## config.mk

```make
export PLATFORM = sky130hd
export DESIGN_NAME = shfr_frame_rx
export DESIGN_NICKNAME = d
export VERILOG_FILES = /design/src/hdl/shfr_pkg.sv /design/src/hdl/shfr_frame_rx.sv /design/src/hdl/shfr_fifo.sv /design/src/hdl/shfr_uart_rx.sv
export SDC_FILE = /design/constraint.sdc
export NUM_CORES = 1
export LEC_CHECK = 0
export BUFFER_PORTS_ARGS = -buffer_cell sky130_fd_sc_hd__buf_2
export CORE_MARGIN = 5
export CORE_UTILIZATION = 28
export CTS_BUF_LIST = sky130_fd_sc_hd__clkbuf_2
export CTS_CLUSTER_SIZE = 28
export DETAILED_ROUTE_END_ITERATION = 10
export PLACE_DENSITY_LB_ADDON = 0.3
export SETUP_SLACK_MARGIN = 0.05
export SLEW_MARGIN = 40
export SYNTH_ARGS = -nofsm -noshare
export SYNTH_HDL_FRONTEND = slang
export SYNTH_SLANG_ARGS = --single-unit
```

## constraint.sdc

```tcl
create_clock -name clock -period 74.1 [get_ports clock]
set_input_delay 18.525 -clock clock [delete_from_list [all_inputs] [get_ports clock]]
set_output_delay 18.525 -clock clock [all_outputs]
set_load 0.1 [all_outputs]
```

## src/hdl/shfr_pkg.sv

```systemverilog
// Constants, carrier types and checksum arithmetic for the serial frame receiver
// Functional notes
// RQ1: Frame: start, address, count, command, data, checksum
// RQ2: Board address from four switches, 0 to 15
// RQ3: All-ones address reaches every board
// RQ4: Global frames get no reply
// RQ5: Count covers command plus data only
// RQ6: Bytes beyond the count are discarded
// RQ7: Short frames wait for the time-out
// RQ8: Bad checksum drops the whole frame
// RQ9: Transmit only in reply to a request
// RQ10: Checksum switch off: even parity, no checksum
// RQ11: Checksum switch on: no parity, two-byte checksum
// RQ12: Eight data bits, one stop bit
// RQ13: Six jumpers select baud, times four without checksum
// RQ14: Shift checksum left, keep top bit
// RQ15: Add byte into low half, drop carry
// RQ16: On carry, XOR word with A097
// RQ17: Checksum starts at zero per frame
// RQ18: Request-to-send high while ready to accept
// RQ19: Host gates its transmitter with request-to-send
// RQ20: Host holds clear-to-send high when ready
// RQ21: Line driver enabled only while replying
// RQ22: Up to sixteen boards share the loop
// RQ23: Over 200 ms between bytes aborts frame
// RQ24: Other commands answered with acknowledge frame
// RQ25: Host retries after 50 ms without reply
// RQ26: Checksum over all prior bytes, high first
package shfr_pkg;

  localparam logic [7:0]  FRAME_START   = 8'h02;
  localparam logic [7:0]  ADDR_GLOBAL   = 8'hFF;
  localparam logic [7:0]  CMD_ACK       = 8'h06;
  localparam logic [7:0]  CMD_STATUS    = 8'h05;
  localparam logic [7:0]  CMD_PARAM     = 8'h12;
  localparam logic [15:0] CRC_POLY      = 16'hA097;
  localparam logic [15:0] CRC_INIT      = 16'h0000;
  localparam int          CLK_HZ        = 100_000_000;
  localparam int          OVERSAMPLE    = 16;
  localparam int          BAUD_CRC_ON   = 9600;
  localparam int          BAUD_CRC_OFF  = 38400;
  localparam logic [2:0]  BAUD_SEL_MAX  = 3'h5;
  localparam logic [2:0]  BAUD_SEL_DEF  = 3'h2;
  localparam int          TIMEOUT_MS    = 200;
  localparam int          TIMEOUT_CYC   = (CLK_HZ / 1000) * TIMEOUT_MS;
  localparam int          FIFO_DEPTH    = 16;
  localparam int          RTS_MARGIN    = 2;

  typedef struct packed {
    logic       err;
    logic [7:0] data;
  } shfr_rx_byte_t;

  typedef enum logic [2:0] {RX_HUNT, RX_ADDR, RX_COUNT, RX_BODY, RX_CRC_HI, RX_CRC_LO} shfr_rx_state_t;
  typedef enum logic [2:0] {TX_IDLE, TX_HEAD, TX_BODY, TX_CRC, TX_END} shfr_tx_state_t;

  // One checksum step per byte
  function automatic logic [15:0] crc_step(input logic [15:0] crc, input logic [7:0] b);
    logic [15:0] s;
    s      = {crc[14:0], 1'b0};                 // RQ14
    s[7:0] = s[7:0] + b;                        // RQ15
    return crc[15] ? (s ^ CRC_POLY) : s;        // RQ16
  endfunction

  // Clock cycles per oversampling tick for the selected rate
  function automatic logic [15:0] baud_div(input int clk_hz, input logic crc_on, input logic [2:0] sel);
    int base;
    int idx;
    base = crc_on ? BAUD_CRC_ON : BAUD_CRC_OFF;  // RQ13
    idx  = (sel > BAUD_SEL_MAX) ? int'(BAUD_SEL_DEF) : int'(sel);
    return 16'(clk_hz / ((base >> idx) * OVERSAMPLE));
  endfunction

endpackage

```

## src/hdl/shfr_frame_rx.sv

```systemverilog
// Serial host frame receiver: framing, reply framer, line driver and flow control
`timescale 1ns/1ps
module shfr_frame_rx #(
  parameter int TIMEOUT_CYCLES = shfr_pkg::TIMEOUT_CYC,
  parameter int FIFO_DEPTH     = shfr_pkg::FIFO_DEPTH,
  parameter int CLK_HZ         = shfr_pkg::CLK_HZ
) (
  input  wire logic       clock,
  input  wire logic       rst,
  input  wire logic       rxd,
  input  wire logic       cts,
  input  wire logic [3:0] addr_sw,
  input  wire logic       crc_sw,
  input  wire logic [2:0] baud_sel,
  output logic            rts,
  output logic            txd,
  output logic            tx_oe,
  output logic            out_valid,
  output logic [7:0]      out_data,
  output logic            out_first,
  output logic            out_last,
  input  wire logic       out_ready,
  output logic            frame_done,
  output logic            frame_good,
  output logic            frame_global,
  output logic            reply_wait,
  input  wire logic       reply_start,
  input  wire logic [7:0] reply_len,
  input  wire logic       reply_valid,
  input  wire logic [7:0] reply_data,
  output logic            reply_ready
);

  if (TIMEOUT_CYCLES < 1) begin : g_bad_timeout
    $error("TIMEOUT_CYCLES must be at least 1");
  end
  if (FIFO_DEPTH <= shfr_pkg::RTS_MARGIN) begin : g_bad_fifo
    $error("FIFO_DEPTH too small for the flow-control margin");
  end
  if (CLK_HZ < shfr_pkg::OVERSAMPLE * shfr_pkg::BAUD_CRC_OFF) begin : g_bad_clk
    $error("CLK_HZ too low for the fastest baud rate");
  end

  localparam int LW = $clog2(FIFO_DEPTH) + 1;

  // ****************
  // Pin synchronisers
  // ****************
  logic [8:0] pins_meta_q;
  logic [8:0] pins_sync_q;
  logic [3:0] addr_s;
  logic       crc_on;
  logic [2:0] baud_s;
  logic       cts_s;

  always_ff @(posedge clock) begin
    if (rst) begin
      pins_meta_q <= 9'h000;
      pins_sync_q <= 9'h000;
    end else begin
      pins_meta_q <= {cts, crc_sw, baud_sel, addr_sw};
      pins_sync_q <= pins_meta_q;
    end
  end

  assign addr_s = pins_sync_q[3:0];   // RQ2
  assign baud_s = pins_sync_q[6:4];
  assign crc_on = pins_sync_q[7];
  assign cts_s  = pins_sync_q[8];

  // ****************
  // Baud rate ticks
  // ****************
  logic [15:0] div_lim;
  logic [15:0] div_cnt_q;
  logic        tick16_q;
  logic [3:0]  sub_q;
  logic        bit_tick;

  assign div_lim  = shfr_pkg::baud_div(CLK_HZ, crc_on, baud_s);  // RQ13
  assign bit_tick = tick16_q && (sub_q == 4'hF);

  always_ff @(posedge clock) begin
    if (rst) begin
      div_cnt_q <= 16'h0000;
      tick16_q  <= 1'b0;
      sub_q     <= 4'h0;
    end else begin
      tick16_q <= 1'b0;
      if (div_cnt_q >= div_lim - 16'h0001) begin
        div_cnt_q <= 16'h0000;
        tick16_q  <= 1'b1;
      end else begin
        div_cnt_q <= div_cnt_q + 16'h0001;
      end
      if (tick16_q) begin
        sub_q <= sub_q + 4'h1;
      end
    end
  end

  // ****************
  // Receiver and byte buffer
  // ****************
  logic                    rx_valid;
  shfr_pkg::shfr_rx_byte_t rx_byte;
  logic                    fifo_in_ready;
  logic                    fifo_valid;
  shfr_pkg::shfr_rx_byte_t fifo_byte;
  logic [LW-1:0]           fifo_level;
  logic                    pop;
  logic                    ovr_q;

  shfr_uart_rx u_rx (
    .clock     (clock),
    .rst       (rst),
    .rxd       (rxd),
    .tick16    (tick16_q),
    .parity_en (!crc_on),            // RQ10
    .valid_q   (rx_valid),
    .byte_q    (rx_byte)
  );

  shfr_fifo #(
    .WIDTH ($bits(shfr_pkg::shfr_rx_byte_t)),
    .DEPTH (FIFO_DEPTH)
  ) u_fifo (
    .clock     (clock),
    .rst       (rst),
    .in_valid  (rx_valid),
    .in_data   (rx_byte),
    .in_ready  (fifo_in_ready),
    .out_valid (fifo_valid),
    .out_data  (fifo_byte),
    .out_ready (pop),
    .level     (fifo_level)
  );

  // Overrun spoils the frame in progress
  always_ff @(posedge clock) begin
    if (rst) begin
      ovr_q <= 1'b0;
    end else if (rx_valid && !fifo_in_ready) begin
      ovr_q <= 1'b1;
    end else if (pop) begin
      ovr_q <= 1'b0;
    end
  end

  always_ff @(posedge clock) begin
    if (rst) begin
      rts <= 1'b0;
    end else begin
      rts <= fifo_level < LW'(FIFO_DEPTH - shfr_pkg::RTS_MARGIN);  // RQ18
    end
  end

  // ****************
  // Frame parser
  // ****************
  shfr_pkg::shfr_rx_state_t rx_st_q;
  logic [7:0]  b;
  logic        e;
  logic [15:0] crc_q;
  logic [7:0]  crc_hi_q;
  logic [7:0]  remain_q;
  logic [7:0]  cmd_q;
  logic [7:0]  cmd_now;
  logic        bad_q;
  logic        mine_q;
  logic        glob_q;
  logic        first_q;
  logic        fin_now;
  logic        fin_good;
  logic        to_fire;
  logic [31:0] to_cnt_q;

  assign pop = fifo_valid && (!out_valid || out_ready);
  assign b   = fifo_byte.data;
  assign e   = fifo_byte.err || ovr_q;
  assign cmd_now = first_q ? b : cmd_q;

  always_comb begin
    fin_now = 1'b0;
    if (pop) begin
      case (rx_st_q)
        shfr_pkg::RX_COUNT:  fin_now = (b == 8'h00) && !crc_on;
        shfr_pkg::RX_BODY:   fin_now = (remain_q == 8'h01) && !crc_on;
        shfr_pkg::RX_CRC_LO: fin_now = 1'b1;
        default:             fin_now = 1'b0;
      endcase
    end
    fin_good = !(bad_q || e) && (rx_st_q != shfr_pkg::RX_COUNT)
               && (!crc_on || ({crc_hi_q, b} == crc_q));  // RQ8
  end

  assign to_fire = (rx_st_q != shfr_pkg::RX_HUNT) && (to_cnt_q == 32'(TIMEOUT_CYCLES - 1));

  always_ff @(posedge clock) begin
    if (rst || pop || rx_st_q == shfr_pkg::RX_HUNT) begin
      to_cnt_q <= 32'h0000_0000;
    end else begin
      to_cnt_q <= to_cnt_q + 32'h0000_0001;  // RQ7
    end
  end

  always_ff @(posedge clock) begin
    if (rst) begin
      rx_st_q  <= shfr_pkg::RX_HUNT;
      crc_q    <= shfr_pkg::CRC_INIT;
      crc_hi_q <= 8'h00;
      remain_q <= 8'h00;
      cmd_q    <= 8'h00;
      bad_q    <= 1'b0;
      mine_q   <= 1'b0;
      glob_q   <= 1'b0;
      first_q  <= 1'b0;
    end else if (to_fire) begin
      rx_st_q <= shfr_pkg::RX_HUNT;  // RQ23
    end else if (pop) begin
      bad_q <= bad_q || e;
      case (rx_st_q)
        shfr_pkg::RX_HUNT: begin
          if (b == shfr_pkg::FRAME_START && !e) begin  // RQ1 RQ6
            crc_q   <= shfr_pkg::crc_step(shfr_pkg::CRC_INIT, b);  // RQ17 RQ26
            bad_q   <= 1'b0;
            rx_st_q <= shfr_pkg::RX_ADDR;
          end
        end
        shfr_pkg::RX_ADDR: begin
          crc_q   <= shfr_pkg::crc_step(crc_q, b);
          mine_q  <= (b == {4'h0, addr_s}) || (b == shfr_pkg::ADDR_GLOBAL);  // RQ2 RQ3 RQ22
          glob_q  <= (b == shfr_pkg::ADDR_GLOBAL);
          rx_st_q <= shfr_pkg::RX_COUNT;
        end
        shfr_pkg::RX_COUNT: begin
          crc_q    <= shfr_pkg::crc_step(crc_q, b);
          remain_q <= b;  // RQ5
          first_q  <= 1'b1;
          if (b != 8'h00) begin
            rx_st_q <= shfr_pkg::RX_BODY;
          end else begin
            bad_q   <= 1'b1;
            rx_st_q <= crc_on ? shfr_pkg::RX_CRC_HI : shfr_pkg::RX_HUNT;
          end
        end
        shfr_pkg::RX_BODY: begin
          crc_q    <= shfr_pkg::crc_step(crc_q, b);
          remain_q <= remain_q - 8'h01;
          first_q  <= 1'b0;
          if (first_q) begin
            cmd_q <= b;
          end
          if (remain_q == 8'h01) begin
            rx_st_q <= crc_on ? shfr_pkg::RX_CRC_HI : shfr_pkg::RX_HUNT;  // RQ11 RQ6
          end
        end
        shfr_pkg::RX_CRC_HI: begin
          crc_hi_q <= b;  // RQ26
          rx_st_q  <= shfr_pkg::RX_CRC_LO;
        end
        shfr_pkg::RX_CRC_LO: begin
          rx_st_q <= shfr_pkg::RX_HUNT;
        end
        default: begin
          rx_st_q <= shfr_pkg::RX_HUNT;
        end
      endcase
    end
  end

  // ****************
  // Delivery of command and data
  // ****************
  always_ff @(posedge clock) begin
    if (rst) begin
      out_valid <= 1'b0;
      out_data  <= 8'h00;
      out_first <= 1'b0;
      out_last  <= 1'b0;
    end else if (pop && rx_st_q == shfr_pkg::RX_BODY && mine_q && !to_fire) begin
      out_valid <= 1'b1;
      out_data  <= b;
      out_first <= first_q;
      out_last  <= (remain_q == 8'h01);
    end else if (out_ready) begin
      out_valid <= 1'b0;
    end
  end

  // ****************
  // Frame verdict and reply requests
  // ****************
  logic ack_req_q;
  logic tx_start;
  logic user_start;
  shfr_pkg::shfr_tx_state_t tx_st_q;

  assign user_start = (tx_st_q == shfr_pkg::TX_IDLE) && !ack_req_q && reply_start && reply_wait;  // RQ9
  assign tx_start   = (tx_st_q == shfr_pkg::TX_IDLE) && (ack_req_q || user_start);

  always_ff @(posedge clock) begin
    if (rst) begin
      frame_done   <= 1'b0;
      frame_good   <= 1'b0;
      frame_global <= 1'b0;
    end else begin
      frame_done <= 1'b0;
      if (to_fire && mine_q) begin
        frame_done <= 1'b1;
        frame_good <= 1'b0;  // RQ23
      end else if (fin_now && mine_q) begin
        frame_done   <= 1'b1;
        frame_good   <= fin_good;  // RQ8
        frame_global <= glob_q;
      end
    end
  end

  always_ff @(posedge clock) begin
    if (rst) begin
      ack_req_q  <= 1'b0;
      reply_wait <= 1'b0;
    end else begin
      if (tx_start && ack_req_q) begin
        ack_req_q <= 1'b0;
      end
      if (user_start) begin
        reply_wait <= 1'b0;
      end
      if (!to_fire && fin_now && mine_q && fin_good && !glob_q) begin  // RQ4
        if (cmd_now == shfr_pkg::CMD_STATUS || cmd_now == shfr_pkg::CMD_PARAM) begin
          reply_wait <= 1'b1;
        end else begin
          ack_req_q <= 1'b1;  // RQ24
        end
      end
    end
  end

  // ****************
  // Reply framer
  // ****************
  logic        auto_q;
  logic [7:0]  len_q;
  logic [7:0]  left_q;
  logic [1:0]  hidx_q;
  logic [15:0] tx_crc_q;
  logic        nb_valid;
  logic [7:0]  nb;
  logic        load;
  logic        ser_busy_q;

  always_comb begin
    nb_valid = 1'b0;
    nb       = 8'h00;
    case (tx_st_q)
      shfr_pkg::TX_HEAD: begin
        nb_valid = 1'b1;
        nb = (hidx_q == 2'h0) ? shfr_pkg::FRAME_START : (hidx_q == 2'h1) ? {4'h0, addr_s} : len_q;
      end
      shfr_pkg::TX_BODY: begin
        nb_valid = auto_q || (reply_valid && reply_ready);
        nb       = auto_q ? shfr_pkg::CMD_ACK : reply_data;
      end
      shfr_pkg::TX_CRC: begin
        nb_valid = 1'b1;
        nb       = hidx_q[0] ? tx_crc_q[7:0] : tx_crc_q[15:8];  // RQ26
      end
      default: begin
        nb_valid = 1'b0;
        nb       = 8'h00;
      end
    endcase
  end

  assign load = nb_valid && !ser_busy_q && cts_s;  // RQ20

  always_ff @(posedge clock) begin
    if (rst) begin
      reply_ready <= 1'b0;
    end else begin
      reply_ready <= (tx_st_q == shfr_pkg::TX_BODY) && !auto_q && !ser_busy_q && cts_s && !load;
    end
  end

  always_ff @(posedge clock) begin
    if (rst) begin
      tx_st_q  <= shfr_pkg::TX_IDLE;
      auto_q   <= 1'b0;
      len_q    <= 8'h00;
      left_q   <= 8'h00;
      hidx_q   <= 2'h0;
      tx_crc_q <= shfr_pkg::CRC_INIT;
      tx_oe    <= 1'b0;
    end else begin
      case (tx_st_q)
        shfr_pkg::TX_IDLE: begin
          if (tx_start) begin
            auto_q   <= ack_req_q;
            len_q    <= ack_req_q ? 8'h01 : reply_len;
            tx_st_q  <= shfr_pkg::TX_HEAD;
            hidx_q   <= 2'h0;
            tx_crc_q <= shfr_pkg::CRC_INIT;  // RQ17
            tx_oe    <= 1'b1;  // RQ21
          end
        end
        shfr_pkg::TX_HEAD: begin
          if (load) begin
            tx_crc_q <= shfr_pkg::crc_step(tx_crc_q, nb);
            hidx_q   <= hidx_q + 2'h1;
            if (hidx_q == 2'h2) begin
              left_q <= len_q;
              hidx_q <= 2'h0;
              if (len_q != 8'h00) begin
                tx_st_q <= shfr_pkg::TX_BODY;
              end else begin
                tx_st_q <= crc_on ? shfr_pkg::TX_CRC : shfr_pkg::TX_END;
              end
            end
          end
        end
        shfr_pkg::TX_BODY: begin
          if (load) begin
            tx_crc_q <= shfr_pkg::crc_step(tx_crc_q, nb);
            left_q   <= left_q - 8'h01;
            if (left_q == 8'h01) begin
              tx_st_q <= crc_on ? shfr_pkg::TX_CRC : shfr_pkg::TX_END;  // RQ11
            end
          end
        end
        shfr_pkg::TX_CRC: begin
          if (load) begin
            hidx_q <= hidx_q + 2'h1;
            if (hidx_q[0]) begin
              tx_st_q <= shfr_pkg::TX_END;
            end
          end
        end
        shfr_pkg::TX_END: begin
          if (!ser_busy_q) begin
            tx_oe   <= 1'b0;  // RQ21
            tx_st_q <= shfr_pkg::TX_IDLE;
          end
        end
        default: begin
          tx_st_q <= shfr_pkg::TX_IDLE;
          tx_oe   <= 1'b0;
        end
      endcase
    end
  end

  // ****************
  // Line serializer
  // ****************
  logic [10:0] ser_q;
  logic [3:0]  ser_cnt_q;

  always_ff @(posedge clock) begin
    if (rst) begin
      ser_q      <= 11'h7FF;
      ser_cnt_q  <= 4'h0;
      ser_busy_q <= 1'b0;
      txd        <= 1'b1;
    end else if (load) begin
      ser_busy_q <= 1'b1;
      ser_q      <= crc_on ? {2'b11, nb, 1'b0} : {1'b1, ^nb, nb, 1'b0};  // RQ10 RQ12
      ser_cnt_q  <= crc_on ? 4'hA : 4'hB;
    end else if (ser_busy_q && bit_tick) begin
      if (ser_cnt_q != 4'h0) begin
        txd       <= ser_q[0];
        ser_q     <= {1'b1, ser_q[10:1]};
        ser_cnt_q <= ser_cnt_q - 4'h1;
      end else begin
        txd        <= 1'b1;
        ser_busy_q <= 1'b0;
      end
    end
  end

endmodule

```

## src/hdl/shfr_fifo.sv

```systemverilog
// Byte FIFO with registered read data
`timescale 1ns/1ps
module shfr_fifo #(
  parameter int WIDTH = 9,
  parameter int DEPTH = 16
) (
  input  wire logic                     clock,
  input  wire logic                     rst,
  input  wire logic                     in_valid,
  input  wire logic [WIDTH-1:0]         in_data,
  output logic                          in_ready,
  output logic                          out_valid,
  output logic [WIDTH-1:0]              out_data,
  input  wire logic                     out_ready,
  output logic [$clog2(DEPTH):0]        level
);
  localparam int AW = $clog2(DEPTH);

  if (DEPTH < 2 || (1 << AW) != DEPTH) begin : g_bad_depth
    $error("FIFO depth must be a power of two of at least 2");
  end

  logic [WIDTH-1:0] mem_q [DEPTH];
  logic [AW-1:0]    wr_q;
  logic [AW-1:0]    rd_q;
  logic [AW:0]      cnt_q;
  logic             push;
  logic             take;

  assign in_ready = (cnt_q != (AW+1)'(DEPTH));
  assign push     = in_valid && in_ready;
  assign take     = (cnt_q != '0) && (!out_valid || out_ready);
  assign level    = cnt_q;

  // ****************
  // Storage
  // ****************
  always_ff @(posedge clock) begin
    if (push) begin
      mem_q[wr_q] <= in_data;
    end
  end

  always_ff @(posedge clock) begin
    if (rst) begin
      wr_q  <= '0;
      rd_q  <= '0;
      cnt_q <= '0;
    end else begin
      if (push) begin
        wr_q <= wr_q + 1'b1;
      end
      if (take) begin
        rd_q <= rd_q + 1'b1;
      end
      cnt_q <= cnt_q + (AW+1)'(push) - (AW+1)'(take);
    end
  end

  // ****************
  // Output register
  // ****************
  always_ff @(posedge clock) begin
    if (rst) begin
      out_valid <= 1'b0;
      out_data  <= '0;
    end else if (take) begin
      out_valid <= 1'b1;
      out_data  <= mem_q[rd_q];
    end else if (out_ready) begin
      out_valid <= 1'b0;
    end
  end

endmodule

```

## src/hdl/shfr_uart_rx.sv

```systemverilog
// Oversampling serial byte receiver with optional even parity
`timescale 1ns/1ps
module shfr_uart_rx (
  input  wire logic                  clock,
  input  wire logic                  rst,
  input  wire logic                  rxd,
  input  wire logic                  tick16,
  input  wire logic                  parity_en,
  output logic                       valid_q,
  output shfr_pkg::shfr_rx_byte_t    byte_q
);
  logic       rx_meta_q;
  logic       rx_sync_q;
  logic       busy_q;
  logic [3:0] phase_q;
  logic [3:0] bit_q;
  logic [7:0] shift_q;
  logic       par_q;
  logic [3:0] stop_idx;

  assign stop_idx = parity_en ? 4'hA : 4'h9;

  always_ff @(posedge clock) begin
    if (rst) begin
      rx_meta_q <= 1'b1;
      rx_sync_q <= 1'b1;
    end else begin
      rx_meta_q <= rxd;
      rx_sync_q <= rx_meta_q;
    end
  end

  // ****************
  // Bit sampling at mid-cell
  // ****************
  always_ff @(posedge clock) begin
    if (rst) begin
      valid_q <= 1'b0;
      byte_q  <= '0;
      busy_q  <= 1'b0;
      phase_q <= 4'h0;
      bit_q   <= 4'h0;
      shift_q <= 8'h00;
      par_q   <= 1'b0;
    end else begin
      valid_q <= 1'b0;
      if (tick16) begin
        if (!busy_q) begin
          if (!rx_sync_q) begin
            busy_q  <= 1'b1;
            phase_q <= 4'h0;
            bit_q   <= 4'h0;
            par_q   <= 1'b0;
          end
        end else begin
          phase_q <= phase_q + 4'h1;
          if (phase_q == 4'h7) begin
            bit_q <= bit_q + 4'h1;
            if (bit_q == 4'h0) begin
              busy_q <= !rx_sync_q;
            end else if (bit_q <= 4'h8) begin
              shift_q <= {rx_sync_q, shift_q[7:1]};  // RQ12
              par_q   <= par_q ^ rx_sync_q;
            end else if (bit_q < stop_idx) begin
              par_q   <= par_q ^ rx_sync_q;          // RQ10
            end else begin
              valid_q     <= 1'b1;
              byte_q.data <= shift_q;
              byte_q.err  <= !rx_sync_q || (parity_en && par_q);
              busy_q      <= 1'b0;
            end
          end
        end
      end
    end
  end

endmodule

```

==> metrics.md <==
| Metric | Value |
|---|---|
| Yosys reg bits | `389` |
| CP Launch Type | `flop` |
| Rows | `133` |
| DPL Wire Length | `83.6 mm` |
| Setup TNS | `0 ns` |
| Die area | `140000 µm²` |
| M1 wire length | `53.4 mm` |
| Synth Instances | `4528` |
| CP startpoint | `pins_sync_q[6]$_SDFF_PP0_` |
| GPL Wtd Cong | `0.870` |
| Antenna viol nets, final | `0` |
| CP Data Arrival Time | `64.74 ns` |
| Clk root buf | `clkbuf_2` |
| Total track usage | `0.154` |
| Synth Flop Type | `dfxtp_1` |
| HP Start | `pins_meta_q[2]$_SDFF_PP0_` |
| Post-CTS setup buffers | `0` |
| Initial drt markers | `2390` |
| Pin count of the biggest net entering global routing | `75` |
| Library cells used by synthesis | `135` |
| CTS resizes | `0` |
| DRC Markers | `0` |
| Final Instance Area | `40300 µm²` |
| Slew Limit Headroom | `0.338` |
| HP Class | `reg2reg` |
| Via count | `34100` |
| Fin. max-slew vios | `0` |
| First-pass GRT wire length | `178 mm` |
| Initial antenna violation count | `4` |
| Cell area after synthesis | `37000 µm²` |
| Via/cell ratio | `5.31` |
| 1st-pass router iterations | `8` |
| Met3 WL | `5.77 mm` |
| Slowest-stage cell, CP | `dfxtp_1` |
| Count of final setup violators | `0` |
| Syn Area/Cell | `8.18 µm²` |
| EDFF count, synth | `144` |
| I/O pins | `50` |
| Worst r2r src | `pins_sync_q[6]$_SDFF_PP0_` |
| Most Frequent Cell on Critical Path | `o21a_1` |
| Cell Area, Placed | `39300 µm²` |
| Layout cells sized above 1 | `0.107` |
| Worst-case clock buffer depth | `3` |
| Yosys warns | `0` |
| Die width | `374 µm` |
| Max Used Layer | `met5` |
| Fmax | `0.0157 GHz` |
| Worst-margin pin slew | `0.968 ns` |
| # placed instances | `6234` |
| CP Capture Type | `flop` |
| MaxCap Viol Count | `0` |
| RSZ-0062 raised after global routing | `no` |
| Clock period minus worst slack | `63.72 ns` |
| Worst path required time | `75.12 ns` |
| Num CTS Buffers | `103` |
| Hold Vio Cnt, Final | `0` |
| Clock slew at reported path FFs | `0.10 ns` |
| Starting Density | `0.282` |
| Max FO, Critical Path | `32` |
| Final period utilization | `0.860` |
| Critical path's largest stage delay | `0.86 ns` |
| Drt wl/cell | `17.6 µm` |
| Core ar. | `131000 µm²` |
| Clk_skew | `0.109 ns` |
| Clock sink total | `389` |
| Worst-skew pair later-pin latency | `1.10 ns` |
| Die Y | `374 µm` |
| Total grt overflow | `0` |
| Area Growth Syn to Fin | `8.98%` |
| H-tree Lvls | `3` |
| Vias in the first global route | `32600` |
| CTS tree | `done` |
| Crit Path Class | `reg2reg` |
| Final WL | `113 mm` |
| Post-route insts no fill | `6428` |
| Ys async rst share | `0` |
| Routed wl met2 | `51.8 mm` |
| Fin nets | `4971` |
| Post-cts hold buffer count | `0` |
| Port Buf Inserts | `49` |
| Post-synthesis sequential area ratio | `0.249` |
| Status | `finished clean` |
## critical path, delay by kind of cell, from the launching register on
kind	cells	cell delay, ns
compound gates	135	29.43
simple gates	71	17.59
fa+ha+maj	25	8.29
buf+inv	18	4.17
mux	9	2.99
flops	1	0.86
xor+xnor	1	0.17
## final cells by class
class / count / area, µm²
clock buffers: 158 / 791
inverters: 131 / 494
clock inverters: 32 / 165
multi-input cells: 3868 / 26900
diodes: 3 / 7.51
repair buffers: 92 / 576
well taps: 1755 / 2200
flip-flops and latches: 389 / 9230
fillers: 14200 / 91100
## registers in the layout (all words and copies together) (netlist names), 9 cells and up
signal	cells
u_fifo.mem_q	144
to_cnt_q	32
crc_q	16
div_cnt_q	16
tx_crc_q	16
ser_q	10
pins_meta_q	9
pins_sync_q	9
u_fifo.out_data	9
u_rx.byte_q	9
## cells in the final DEF, fill, tap and decap left out, drive strengths merged, types with 144 or more instances in the layout
cell    count
nor2      533
nand2     411
a21oi     357
ha        349
o21ai     251
dfxtp     245
xnor2     171
clkbuf    159
a21o      146
edfxtp    144
## through the flow
| step | worst slack [ns] | util | hold WS [ns] |
|---|---|---|---|
| floorplan | 18.46 | - | 0.389 |
| global placement | 11.86 | 0.298 | 0.407 |
| detailed placement | 10.81 | 0.299 | 0.410 |
| CTS | 10.63 | 0.306 | 0.395 |
| global route | 5.14 | 0.307 | 0.395 |
| finish | 10.38 | 0.307 | 0.383 |
## logic make-up (layout without fill, tap and decap cells)
group,count (synthesis),in the layout,share of synthesized area
flip-flops,389,389,0.249
AO/OA/AOI/OAI,1318,1318,0.240
AND/OR/NAND/NOR,1688,1688,0.221
buffers and inverters,304,413,0.0329
other,2,38,0.000203
multiplexers,177,177,0.0646
adder cells (fa/ha/maj),355,355,0.121
XOR/XNOR,295,295,0.0700
## Yosys cell counts, types with 24 or more instances
| master | number | area [µm²] |
|---|---|---|
| a211oi_1 | 53 | 398 |
| a21o_1 | 146 | 1100 |
| a21oi_1 | 352 | 1760 |
| a22oi_1 | 32 | 240 |
| a31oi_1 | 41 | 257 |
| and2_1 | 48 | 300 |
| and3_1 | 41 | 257 |
| buf_1 | 24 | 90.1 |
| clkbuf_1 | 124 | 465 |
| dfxtp_1 | 245 | 4900 |
| edfxtp_1 | 144 | 4320 |
| ha_1 | 349 | 4370 |
| inv_1 | 124 | 465 |
| mux2_2 | 40 | 450 |
| mux2i_1 | 90 | 901 |
| mux4_2 | 45 | 1010 |
| nand2_1 | 409 | 1540 |
| nand2b_1 | 64 | 400 |
| nand3_1 | 123 | 616 |
| nand4_1 | 56 | 350 |
| nor2_1 | 531 | 1990 |
| nor2b_1 | 66 | 413 |
| nor3_1 | 129 | 646 |
| nor4_1 | 41 | 257 |
| o211ai_1 | 34 | 255 |
| o21a_1 | 116 | 871 |
| o21ai_0 | 235 | 1180 |
| o21bai_1 | 26 | 195 |
| o31ai_1 | 43 | 323 |
| or2_2 | 27 | 169 |
| or3_1 | 46 | 288 |
| xnor2_1 | 170 | 1490 |
| xor2_1 | 124 | 1090 |
## worst paths after layout
path,cells after the start,to,slack [ns]
max,259,div_cnt_q[6]$_SDFF_PP0_,10.38
max reg2reg,259,div_cnt_q[6]$_SDFF_PP0_,10.38
min reg2reg,1,pins_sync_q[2]$_SDFF_PP0_,0.38
min,1,pins_sync_q[2]$_SDFF_PP0_,0.38
## routing by layer
metal,global-route usage,vias up
met4,0.0395,2
met2,0.256,880
met5,0,-
met1,0.210,16200
li1,-,16900
met3,0.0223,166
Power is not shown: default switching activity piles up to over one toggle a cycle in this logic, so the estimate is an artifact.
